**src/hw/msl_pkg.sv**
```systemverilog
package msl_pkg;
  localparam logic [7:0] SYNC_CTRL_ADDR = 8'h10;
  localparam logic [7:0] SYNC_STAT_ADDR = 8'h12;
  localparam logic [7:0] IRQ_EN_ADDR = 8'h13;
  localparam logic [7:0] CTRL_RESET = 8'h00;
  localparam logic [7:0] IRQ_EN_RESET = 8'h00;
  localparam logic [7:0] CFG_DATA_RATE = 8'hC0;
  localparam logic [7:0] CFG_FIFO_RATE = 8'h80;
  localparam int CTRL_EN_BIT = 7;
  localparam int CTRL_MODE_BIT = 6;
  localparam int CTRL_EDGE_BIT = 3;
  localparam int CTRL_AVG_LSB = 0;
  localparam int AVG_W = 3;
  localparam int STAT_LOCK_BIT = 6;
  localparam int STAT_LOST_BIT = 7;
  localparam int LOCK_BASE = 11;
  localparam int LOCK_UNIT = 64;
  localparam int FIFO_DEPTH = 8;
  localparam logic [2:0] FIFO_PHASE_OFS = 3'h4;
  localparam logic [2:0] FIFO_START_LVL = 3'h4;
  localparam logic [11:0] HOST_CMD_ADDR = 12'h000;
  localparam logic [11:0] HOST_STAT_ADDR = 12'h004;
  localparam int CMD_START_BIT = 0;
  localparam int CMD_MODE_BIT = 1;
  localparam int CMD_EDGE_BIT = 2;
  localparam int CMD_AVG_LSB = 3;
  localparam int CMD_BYTE_BIT = 6;
  localparam logic [31:0] CMD_RESET = 32'h0000_0000;
  typedef enum logic [4:0] {
    MSL_IDLE = 5'b00001,
    MSL_CFG = 5'b00010,
    MSL_POLL = 5'b00100,
    MSL_FRAME = 5'b01000,
    MSL_WAIT = 5'b10000
  } msl_host_state_t;
endpackage

```
**src/hw/msl_if.sv**
```systemverilog
`timescale 1ns/10ps
interface msl_if #(parameter int DATA_W = 16);
  logic shared_sync_reference;
  logic input_data_strobe;
  logic frame_marker;
  logic [DATA_W-1:0] data;
  logic reg_req;
  logic reg_wr;
  logic [7:0] reg_addr;
  logic [7:0] reg_wdata;
  logic reg_ack;
  logic [7:0] reg_rdata;
  logic irq_n;
  modport dev (
    input shared_sync_reference, input_data_strobe, frame_marker, data,
    input reg_req, reg_wr, reg_addr, reg_wdata,
    output reg_ack, reg_rdata, irq_n
  );
  modport src (
    output shared_sync_reference, input_data_strobe, frame_marker, data,
    output reg_req, reg_wr, reg_addr, reg_wdata,
    input reg_ack, reg_rdata, irq_n
  );
endinterface

```
**src/hw/msl_device.sv**
```systemverilog
// Functional notes
// Host writes 0xC0 for data-rate mode; the device takes bit 6 set as FIFO-rate mode
// Host writes 0x80 for FIFO-rate mode; the device takes bit 6 clear as data-rate mode
// Host polls lock bit 6 at 0x12
// Frame high one or two strobe periods
// Configure, confirm lock, then frame reset
// Data-rate sync reference at most data/2^N
// FIFO-rate sync reference at most data/(8*2^N)
// Prefer FIFO-rate mode when N is three+
// Lock after (11+avg) times 64 cycles stable
// Lost bit 7 set when aligned device slips; the logic sets it only on a slip while locked
// Lost bit latched until status write
// Locked and lost drive active-low interrupt
// Control bit 3 selects sync sampling edge
// Resynchronize when phase error exceeds threshold
// Average phase over selected sample count
// Software picks largest tolerable averaging count
// Control bit 6 selects data or FIFO rate
// Data-rate frame reset at read pointer zero
// FIFO-rate frame rise loads start level
// Input FIFO holds eight entries
// Control bit 7 enables sync logic
// Averaging count is two to field value
// Resync clears lock until stable again
`timescale 1ns/10ps
module msl_device #(
  parameter int DATA_W = 16,
  parameter int DATA_DIV = 4,
  parameter int PH_THRESH = 1
) (
  input wire logic i_sys_clk,
  input wire logic i_sys_rst,
  msl_if.dev link,
  output logic [DATA_W-1:0] o_dac_data,
  output logic o_locked
);
  localparam int CG_W = 10;
  localparam int LK_W = 11;
  localparam logic [CG_W-1:0] DR_LAST = CG_W'(DATA_DIV - 1);
  localparam logic [CG_W-1:0] FR_LAST = CG_W'(DATA_DIV * msl_pkg::FIFO_DEPTH - 1);

  logic [2:0] ref_reg, ref_next, stb_reg, stb_next, frm_reg, frm_next;
  logic [1:0] req_reg, req_next;
  logic [DATA_W-1:0] din1_reg, din1_next, din2_reg, din2_next;
  logic [7:0] ctrl_reg, ctrl_next, irqen_reg, irqen_next, rdata_reg, rdata_next;
  logic ack_reg, ack_next, locked_reg, locked_next, lost_reg, lost_next;
  logic irq_n_reg, irq_n_next, aligned_reg, aligned_next;
  logic [CG_W-1:0] cg_reg, cg_next;
  logic signed [19:0] acc_reg, acc_next;
  logic [7:0] nsmp_reg, nsmp_next;
  logic [LK_W-1:0] lk_reg, lk_next;
  logic [DATA_W-1:0] mem [msl_pkg::FIFO_DEPTH];
  logic [2:0] wp_reg, wp_next, rp_reg, rp_next;
  logic pend_reg, pend_next;
  logic [DATA_W-1:0] out_reg, out_next;
  logic mem_we;

  logic enable, fifo_mode, sync_evt, resync, rd_tick, stb_rise, frm_rise;
  logic [CG_W-1:0] cg_last;
  logic [2:0] avg_fld;
  logic signed [CG_W+1:0] ph_s;
  logic signed [19:0] acc_sum, avg_ph;
  logic [LK_W-1:0] lk_target;

  always_comb
  begin
    enable = ctrl_reg[msl_pkg::CTRL_EN_BIT];
    fifo_mode = ctrl_reg[msl_pkg::CTRL_MODE_BIT];
    avg_fld = ctrl_reg[msl_pkg::CTRL_AVG_LSB +: msl_pkg::AVG_W];
    cg_last = fifo_mode ? FR_LAST : DR_LAST;
    // The sync reference is sampled on the rising or falling transition.
    sync_evt = ctrl_reg[msl_pkg::CTRL_EDGE_BIT] ? (ref_reg[1] & ~ref_reg[2])
                                                : (~ref_reg[1] & ref_reg[2]);
    stb_rise = stb_reg[1] & ~stb_reg[2];
    frm_rise = frm_reg[1] & ~frm_reg[2];
    // Phase folds to a signed error so jitter around zero does not wrap.
    ph_s = (cg_reg > (cg_last >> 1)) ? $signed({2'b00, cg_reg}) - $signed({2'b00, cg_last})
                                         - 12'sd1
                                       : $signed({2'b00, cg_reg});
    acc_sum = acc_reg + 20'(ph_s);
    avg_ph = acc_sum >>> avg_fld;
    lk_target = LK_W'((msl_pkg::LOCK_BASE + int'(avg_fld)) * msl_pkg::LOCK_UNIT);
    resync = 1'b0;
    ref_next = {ref_reg[1:0], link.shared_sync_reference};
    stb_next = {stb_reg[1:0], link.input_data_strobe};
    frm_next = {frm_reg[1:0], link.frame_marker};
    req_next = {req_reg[0], link.reg_req};
    din1_next = link.data;
    din2_next = din1_reg;
    cg_next = (cg_reg == cg_last) ? '0 : cg_reg + 1'b1;
    acc_next = acc_reg;
    nsmp_next = nsmp_reg;
    aligned_next = aligned_reg;
    lk_next = lk_reg;
    locked_next = locked_reg;
    lost_next = lost_reg;
    ctrl_next = ctrl_reg;
    irqen_next = irqen_reg;
    rdata_next = rdata_reg;
    ack_next = ack_reg;
    // A new setting restarts alignment, so a lock from the old setting cannot pass the poll.
    if (!enable || (req_reg[1] && !ack_reg && link.reg_wr
                    && link.reg_addr == msl_pkg::SYNC_CTRL_ADDR))
    begin
      aligned_next = 1'b0;
      locked_next = 1'b0;
      acc_next = '0;
      nsmp_next = '0;
      lk_next = '0;
    end
    else if (sync_evt)
    begin
      if (!aligned_reg)
      begin
        resync = 1'b1;
      end
      else if (nsmp_reg + 8'h01 == (8'h01 << avg_fld))
      begin
        acc_next = '0;
        nsmp_next = '0;
        if (avg_ph > PH_THRESH || avg_ph < -PH_THRESH)
        begin
          resync = 1'b1;
        end
      end
      else
      begin
        acc_next = acc_sum;
        nsmp_next = nsmp_reg + 8'h01;
      end
    end
    if (resync)
    begin
      // The sync edge marks phase zero of the clock generator.
      cg_next = (cg_last == '0) ? '0 : CG_W'(1);
      aligned_next = 1'b1;
      acc_next = '0;
      nsmp_next = '0;
      lk_next = '0;
      locked_next = 1'b0;
    end
    else if (aligned_next && !locked_reg)
    begin
      lk_next = lk_reg + 1'b1;
      if (lk_reg + 1'b1 >= lk_target)
      begin
        locked_next = 1'b1;
      end
    end
    // Register port: four-phase handshake with the synchronised request.
    if (req_reg[1] && !ack_reg)
    begin
      ack_next = 1'b1;
      rdata_next = 8'h00;
      if (link.reg_wr)
      begin
        if (link.reg_addr == msl_pkg::SYNC_CTRL_ADDR)
        begin
          ctrl_next = link.reg_wdata;
        end
        if (link.reg_addr == msl_pkg::IRQ_EN_ADDR)
        begin
          irqen_next = link.reg_wdata;
        end
        if (link.reg_addr == msl_pkg::SYNC_STAT_ADDR)
        begin
          lost_next = 1'b0;
        end
      end
      else if (link.reg_addr == msl_pkg::SYNC_CTRL_ADDR)
      begin
        rdata_next = ctrl_reg;
      end
      else if (link.reg_addr == msl_pkg::IRQ_EN_ADDR)
      begin
        rdata_next = irqen_reg;
      end
      else if (link.reg_addr == msl_pkg::SYNC_STAT_ADDR)
      begin
        rdata_next[msl_pkg::STAT_LOCK_BIT] = locked_reg;
        rdata_next[msl_pkg::STAT_LOST_BIT] = lost_reg;
      end
    end
    else if (!req_reg[1] && ack_reg)
    begin
      ack_next = 1'b0;
    end
    // A slip seen in the clearing cycle still latches.
    if (resync && locked_reg)
    begin
      lost_next = 1'b1;
    end
    irq_n_next = ~((locked_next & irqen_reg[msl_pkg::STAT_LOCK_BIT])
                 | (lost_next & irqen_reg[msl_pkg::STAT_LOST_BIT]));
  end

  always_ff @(posedge i_sys_clk)
  begin
    if (i_sys_rst)
    begin
      ref_reg <= '0;
      stb_reg <= '0;
      frm_reg <= '0;
      req_reg <= '0;
      din1_reg <= '0;
      din2_reg <= '0;
      cg_reg <= '0;
      acc_reg <= '0;
      nsmp_reg <= '0;
      aligned_reg <= 1'b0;
      lk_reg <= '0;
      locked_reg <= 1'b0;
      lost_reg <= 1'b0;
      ctrl_reg <= msl_pkg::CTRL_RESET;
      irqen_reg <= msl_pkg::IRQ_EN_RESET;
      rdata_reg <= 8'h00;
      ack_reg <= 1'b0;
      irq_n_reg <= 1'b1;
    end
    else
    begin
      ref_reg <= ref_next;
      stb_reg <= stb_next;
      frm_reg <= frm_next;
      req_reg <= req_next;
      din1_reg <= din1_next;
      din2_reg <= din2_next;
      cg_reg <= cg_next;
      acc_reg <= acc_next;
      nsmp_reg <= nsmp_next;
      aligned_reg <= aligned_next;
      lk_reg <= lk_next;
      locked_reg <= locked_next;
      lost_reg <= lost_next;
      ctrl_reg <= ctrl_next;
      irqen_reg <= irqen_next;
      rdata_reg <= rdata_next;
      ack_reg <= ack_next;
      irq_n_reg <= irq_n_next;
    end
  end

  // Input FIFO: written on strobe rises, read once per data period.
  always_comb
  begin
    rd_tick = (cg_reg & CG_W'(DATA_DIV - 1)) == '0;
    mem_we = stb_rise;
    wp_next = stb_rise ? wp_reg + 1'b1 : wp_reg;
    rp_next = rd_tick ? rp_reg + 1'b1 : rp_reg;
    pend_next = pend_reg;
    out_next = rd_tick ? mem[rp_reg] : out_reg;
    if (frm_rise && fifo_mode)
    begin
      wp_next = msl_pkg::FIFO_START_LVL;
    end
    else if (frm_rise)
    begin
      pend_next = 1'b1;
    end
    if (pend_reg && !fifo_mode && rd_tick && rp_reg == 3'h0)
    begin
      wp_next = msl_pkg::FIFO_PHASE_OFS;
      pend_next = 1'b0;
    end
  end

  always_ff @(posedge i_sys_clk)
  begin
    if (mem_we)
    begin
      mem[wp_reg] <= din2_reg;
    end
    if (i_sys_rst)
    begin
      wp_reg <= msl_pkg::FIFO_START_LVL;
      rp_reg <= 3'h0;
      pend_reg <= 1'b0;
      out_reg <= '0;
    end
    else
    begin
      wp_reg <= wp_next;
      rp_reg <= rp_next;
      pend_reg <= pend_next;
      out_reg <= out_next;
    end
  end

  assign link.reg_ack = ack_reg;
  assign link.reg_rdata = rdata_reg;
  assign link.irq_n = irq_n_reg;
  assign o_dac_data = out_reg;
  assign o_locked = locked_reg;
endmodule

```
**src/flat_wrapper.sv**
```systemverilog
// flat-port wrapper written by rule: the top's interface ports become plain ports
module msl_device_flat 
#(
  parameter int DATA_W = 16,
  parameter int DATA_DIV = 4,
  parameter int PH_THRESH = 1
)
  (i_sys_clk, i_sys_rst, o_dac_data, o_locked, link_shared_sync_reference, link_input_data_strobe, link_frame_marker, link_data, link_reg_req, link_reg_wr, link_reg_addr, link_reg_wdata, link_reg_ack, link_reg_rdata, link_irq_n);
  msl_if #(.DATA_W(DATA_W)) link_i ();
  input wire logic i_sys_clk;
  input wire logic i_sys_rst;
  output logic [DATA_W-1:0] o_dac_data;
  output logic o_locked;
  input wire logic [$bits(link_i.shared_sync_reference)-1:0] link_shared_sync_reference;
  input wire logic [$bits(link_i.input_data_strobe)-1:0] link_input_data_strobe;
  input wire logic [$bits(link_i.frame_marker)-1:0] link_frame_marker;
  input wire logic [$bits(link_i.data)-1:0] link_data;
  input wire logic [$bits(link_i.reg_req)-1:0] link_reg_req;
  input wire logic [$bits(link_i.reg_wr)-1:0] link_reg_wr;
  input wire logic [$bits(link_i.reg_addr)-1:0] link_reg_addr;
  input wire logic [$bits(link_i.reg_wdata)-1:0] link_reg_wdata;
  output wire logic [$bits(link_i.reg_ack)-1:0] link_reg_ack;
  output wire logic [$bits(link_i.reg_rdata)-1:0] link_reg_rdata;
  output wire logic [$bits(link_i.irq_n)-1:0] link_irq_n;
  assign link_i.shared_sync_reference = link_shared_sync_reference;
  assign link_i.input_data_strobe = link_input_data_strobe;
  assign link_i.frame_marker = link_frame_marker;
  assign link_i.data = link_data;
  assign link_i.reg_req = link_reg_req;
  assign link_i.reg_wr = link_reg_wr;
  assign link_i.reg_addr = link_reg_addr;
  assign link_i.reg_wdata = link_reg_wdata;
  assign link_reg_ack = link_i.reg_ack;
  assign link_reg_rdata = link_i.reg_rdata;
  assign link_irq_n = link_i.irq_n;
  msl_device #(.DATA_W(DATA_W), .DATA_DIV(DATA_DIV), .PH_THRESH(PH_THRESH)) u_core (.i_sys_clk(i_sys_clk), .i_sys_rst(i_sys_rst), .link(link_i), .o_dac_data(o_dac_data), .o_locked(o_locked));
endmodule
```
**config.mk**
```make
export PLATFORM = sky130hd
export DESIGN_NAME = msl_device_flat
export DESIGN_NICKNAME = d
export VERILOG_FILES = /design/src/hw/msl_pkg.sv /design/src/hw/msl_if.sv /design/src/hw/msl_device.sv /design/src/flat_wrapper.sv
export SDC_FILE = /design/constraint.sdc
export NUM_CORES = 1
export LEC_CHECK = 0
export BUFFER_PORTS_ARGS = -buffer_cell sky130_fd_sc_hd__buf_2
export CELL_PAD_IN_SITES_DETAIL_PLACEMENT = 0
export CELL_PAD_IN_SITES_GLOBAL_PLACEMENT = 1
export CORE_MARGIN = 5
export CORE_UTILIZATION = 35
export CTS_CLUSTER_SIZE = 16
export DETAILED_ROUTE_END_ITERATION = 8
export PLACE_DENSITY_LB_ADDON = 0.1
export SETUP_SLACK_MARGIN = 0.3
export SLEW_MARGIN = 20
export SYNTH_ARGS = -nofsm -noshare
export SYNTH_HDL_FRONTEND = slang
export SYNTH_SLANG_ARGS = --single-unit
```
**constraint.sdc**
```tcl
create_clock -name i_sys_clk -period 6.7 [get_ports i_sys_clk]
set_clock_uncertainty 0.2 [all_clocks]
set_input_delay 1.34 -clock i_sys_clk [delete_from_list [all_inputs] [get_ports i_sys_clk]]
set_output_delay 1.34 -clock i_sys_clk [all_outputs]
set_load 0.01 [all_outputs]
```
==> impl_summary.md <==
Logic synthesis
Of the total synthesized cell area, the portion taken by full adders, half adders and majority gates is 0.0335. The synthesized instance count is 1287. By area, the combinational part of the netlist is dominated by simple AND/OR/NAND/NOR gates. Summing every instance area after synthesis gives 0.0137 mm^2.

Of the total synthesized cell area, the portion taken by AND, OR, NAND and NOR gates is 0.173. The most common cell in the synthesized netlist is sky130_fd_sc_hd__nor2_1. The mean post-synth cell area is 10.6 um^2.

Of the total synthesized cell area, the portion taken by XOR and XNOR cells is 0.0417. The post-synthesis sequential element count is 272. During synthesis, Yosys emitted a total of 0 warnings. The biggest area contributor in the post-synthesis netlist is sky130_fd_sc_hd__edfxtp_1.

The synthesized design contains 128 enable-type register cells. The share of synthesized area in the top cell type comes to 0.281. By area the synthesized netlist is led by sky130_fd_sc_hd__edfxtp_1 (28%), sky130_fd_sc_hd__dfxtp_1 (21%), sky130_fd_sc_hd__mux4_2 (5.8%). The commonest cells after synthesis are sky130_fd_sc_hd__nor2_1 (153), sky130_fd_sc_hd__dfxtp_1 (144), sky130_fd_sc_hd__edfxtp_1 (128). The fraction of synthesis flops using an asynchronous set or reset pin is 0. Synthesis produced a netlist with a net count of 1362. The sequential element share of the synthesized area is 0.493. The most frequently used flop master after synthesis is sky130_fd_sc_hd__dfxtp_1. The area fraction in compound gates after synthesis is 0.132. After synthesis, the share of cell area in mux cells is 0.0961.

Counting distinct cell types in the post-synthesis netlist gives 83.

Finish
The antenna cell count is 0. At the end of the flow, the number of nets in the layout was 1512. The register with the most flip-flops in the layout has 128 of them. The fraction of layout instances using a drive strength above 1 is 0.284. The synthesis-to-layout area growth is 25.9%. The non-filler instance count after layout is 1980. Counting the fill cells in the layout gives 3643.

GRT
Entering global routing, the biggest net connects 67 pins. The number of global-route vias before repair is 10300. The overall overflow remaining after global route is 0.

The first global-routing pass estimated 59000 um of wire. For this run, the total global-route usage over all layers was measured as 0.168. The number of antenna violations at the first check in global routing is 1.

Drt
The first-pass iteration count of the detailed router is 5. The routed wire length is 38300 um. The total number of vias is 10400.

After the first detailed-routing iteration, the DRC count stood at 653. The routed length per instance is 19.4 um. The remaining number of nets flagged by the antenna check after routing is 0. In the routed design, unresolved DRC markers number 0.

The number of vias per cell is 5.26.

Timing
Static timing analysis puts the maximum clock frequency at 0.159 GHz. The pin slew with the least headroom to its limit is 0.978 ns. The setup slack after layout is 0.418 ns. The final hold violation count came to 0. The final critical path time including I/O delays and setup is 6.28 ns.

The setup-violating endpoint count in the final report is 0. In the finished design, the share of the clock period the worst path needs comes to 0.938. Setup repair after global routing could not meet its margin everywhere. The max-slew violation total from the final report is 0.

Final hold analysis gives a worst-case slack of 0.233 ns. The max-slew headroom at the worst pin is 0.343.

Placed design
Routability-driven placement finished with a final weighted congestion of 0.852. Before CTS, the worst setup slack after placement is -0.145 ns. In this run the tool buffered the top-level ports with 65 buffer cells.

After legalization and detailed placement, the total HPWL measured 25700 um. Including well taps, the total number of placed cells is 1903.

Flow run
Max-cap violations in this run came to 0.

Floorplan
In this run the count of I/O pins placed on the die edge is 66. The floorplan step set the die width to 208 um. The die extent in y is 208 um.

The area of the die is 0.0431 mm^2. The total area inside the core boundary comes to 0.0386 mm^2. The floorplan has 72 rows. The initial utilization of the core area, before any placement, comes to 0.353.

Clock tree
The tree built by TritonCTS fans out to 272 sinks. The source-to-sink clock delay at the later pin of the worst-skew pair is 0.60 ns. CTS built an H-tree with a depth of 1. The CTS tree is yes. For this design, the CTS-stage hold fixing added 0 buffers. The longest clock path from root to sink contains 3 buffers. Counting the buffers created by CTS gives 31.

Clock-pin slew was measured on the worst setup and hold paths at 0.06 ns. Clock tree synthesis selected as its root buffer the cell sky130_fd_sc_hd__clkbuf_16.

Power
The static power due to leakage is 0.00630 uW. The worst-case vdd ir drop is 0.000201 V. The total power per unit cell area is 262 mW/mm^2. Summing internal, switching and leakage power gives 4500 uW.

Worst setup path
The worst setup path is launched from a register. The highest cell delay on the worst timing path is 0.47 ns. In this run the worst path has a maximum fanout of 9. The most numerous cell on the critical path is sky130_fd_sc_hd__buf_6. In this run the critical register-to-register path is launched from u_core.ctrl_reg[6]. The kind of critical path is reg -> reg. The endpoint identified for the worst register-to-register timing path is u_core.acc_reg[2]. The worst-path cell with the longest stage delay is sky130_fd_sc_hd__or4_4.

The number of cells traversed by the worst register-to-register path is 29. The type of element capturing the critical path is a register. Data on the critical path arrives at its endpoint at 6.57 ns. For flop-to-flop paths, the worst setup slack is 0.42 ns.

The critical path required time is 6.99 ns.

Status
The flow ran to the end, and the final reports show no timing, DRC or antenna violations.

Min path
The worst hold path depth is 1. The destination of the worst hold path is u_core.din2_reg[6]. The startpoint of the worst hold path is u_core.din1_reg[6]. The type of the tightest min-delay check is reg -> reg.
==> worst max-delay path, delay by kind of cell, from the launching register on <==
family	cells	cell delay (ns)
xor+xnor	1	0.15
fa+ha+maj	2	0.55
flops	1	0.35
buf+inv	6	0.88
simple gates	9	1.81
compound gates	9	1.90
mux	2	0.34
==> per-stage QoR <==
| step | utilization | cell area, um^2 | setup TNS [ns] |
|---|---|---|---|
| global route | 0.445 | 17200 | 0 |
| detailed placement | 0.393 | 15200 | -5.21 |
| floorplan | - | 13700 | 0 |
| CTS | 0.428 | 16500 | 0 |
| global placement | 0.393 | 15200 | -0.877 |
| finish | 0.445 | 17200 | 0 |
==> cell families (layout without fill, tap and decap cells) <==
| family | Yosys count | after routing |
|---|---|---|
| simple gates | 465 | 465 |
| buf+inv | 101 | 276 |
| compound gates | 262 | 262 |
| xor+xnor | 65 | 65 |
| flops | 272 | 272 |
| fa+ha+maj | 36 | 36 |
| mux | 86 | 86 |
==> repair_timing <==
action | in CTS | in global routing
buffers inserted | 3 | 12
setup endpoints to repair | 52 | 52
gates cloned | 0 | 4
resized for setup | 37 | 99
pin swaps | 7 | 26
==> report_power, final <==
| part | switching, uW | internal [uW] | total [uW] |
|---|---|---|---|
| logic | 402 | 379 | 780 |
| registers | 29.4 | 1780 | 1810 |
| clock network | 711 | 1200 | 1920 |
| total | 1140 | 3360 | 4500 |
==> per-layer routing <==
| metal | up-vias | wire length (um) | GRT usage |
|---|---|---|---|
| li1 | 5077 | - | - |
| met2 | 194 | 16900 | 0.261 |
| met5 | - | 0 | 0 |
| met3 | 49 | 1630 | 0.0263 |
| met4 | 0 | 693 | 0.0413 |
| met1 | 5094 | 19100 | 0.247 |
==> cell type report <==
| cell class | count | area [um^2] | share of cell area |
|---|---|---|---|
| tap | 518 | 648 | 0.0377 |
| timing repair buffer | 193 | 1410 | 0.0820 |
| clock inverter | 21 | 310 | 0.0180 |
| clock buffer | 37 | 872 | 0.0507 |
| multi-input combinational | 914 | 7130 | 0.414 |
| inverter | 25 | 98.8 | 0.00575 |
| sequential | 272 | 6730 | 0.391 |
==> worst max path at each step <==
| stage | start | to | slack, ns | cells past startpoint |
|---|---|---|---|---|
| floorplan | u_core.ctrl_reg[6] | u_core.nsmp_reg[2] | 0.34 | 26 |
| global placement | u_core.ctrl_reg[6] | u_core.nsmp_reg[6] | -0.03 | 27 |
| detailed placement | u_core.ctrl_reg[6] | u_core.nsmp_reg[0] | -0.14 | 29 |
| CTS | u_core.ctrl_reg[6] | u_core.acc_reg[2] | 0.30 | 28 |
| global route | u_core.ctrl_reg[6] | u_core.nsmp_reg[0] | 0.20 | 28 |
| finish | u_core.ctrl_reg[6] | u_core.acc_reg[2] | 0.42 | 29 |
==> placed cells by master, fill, tap and decap left out, drive strengths merged, types with 31 or more instances in the layout <==
master and n:
buf 190, o21ai 43, xor2 32, clkbuf 40, ha 35, nor3 31, mux2i 43, mux4 35
a21oi 78, dfxtp 144, nand2 59, xnor2 33, nor2b 63, nand3 53, edfxtp 128, nor2 153
Note: power is estimated with default switching activity, not from simulation.
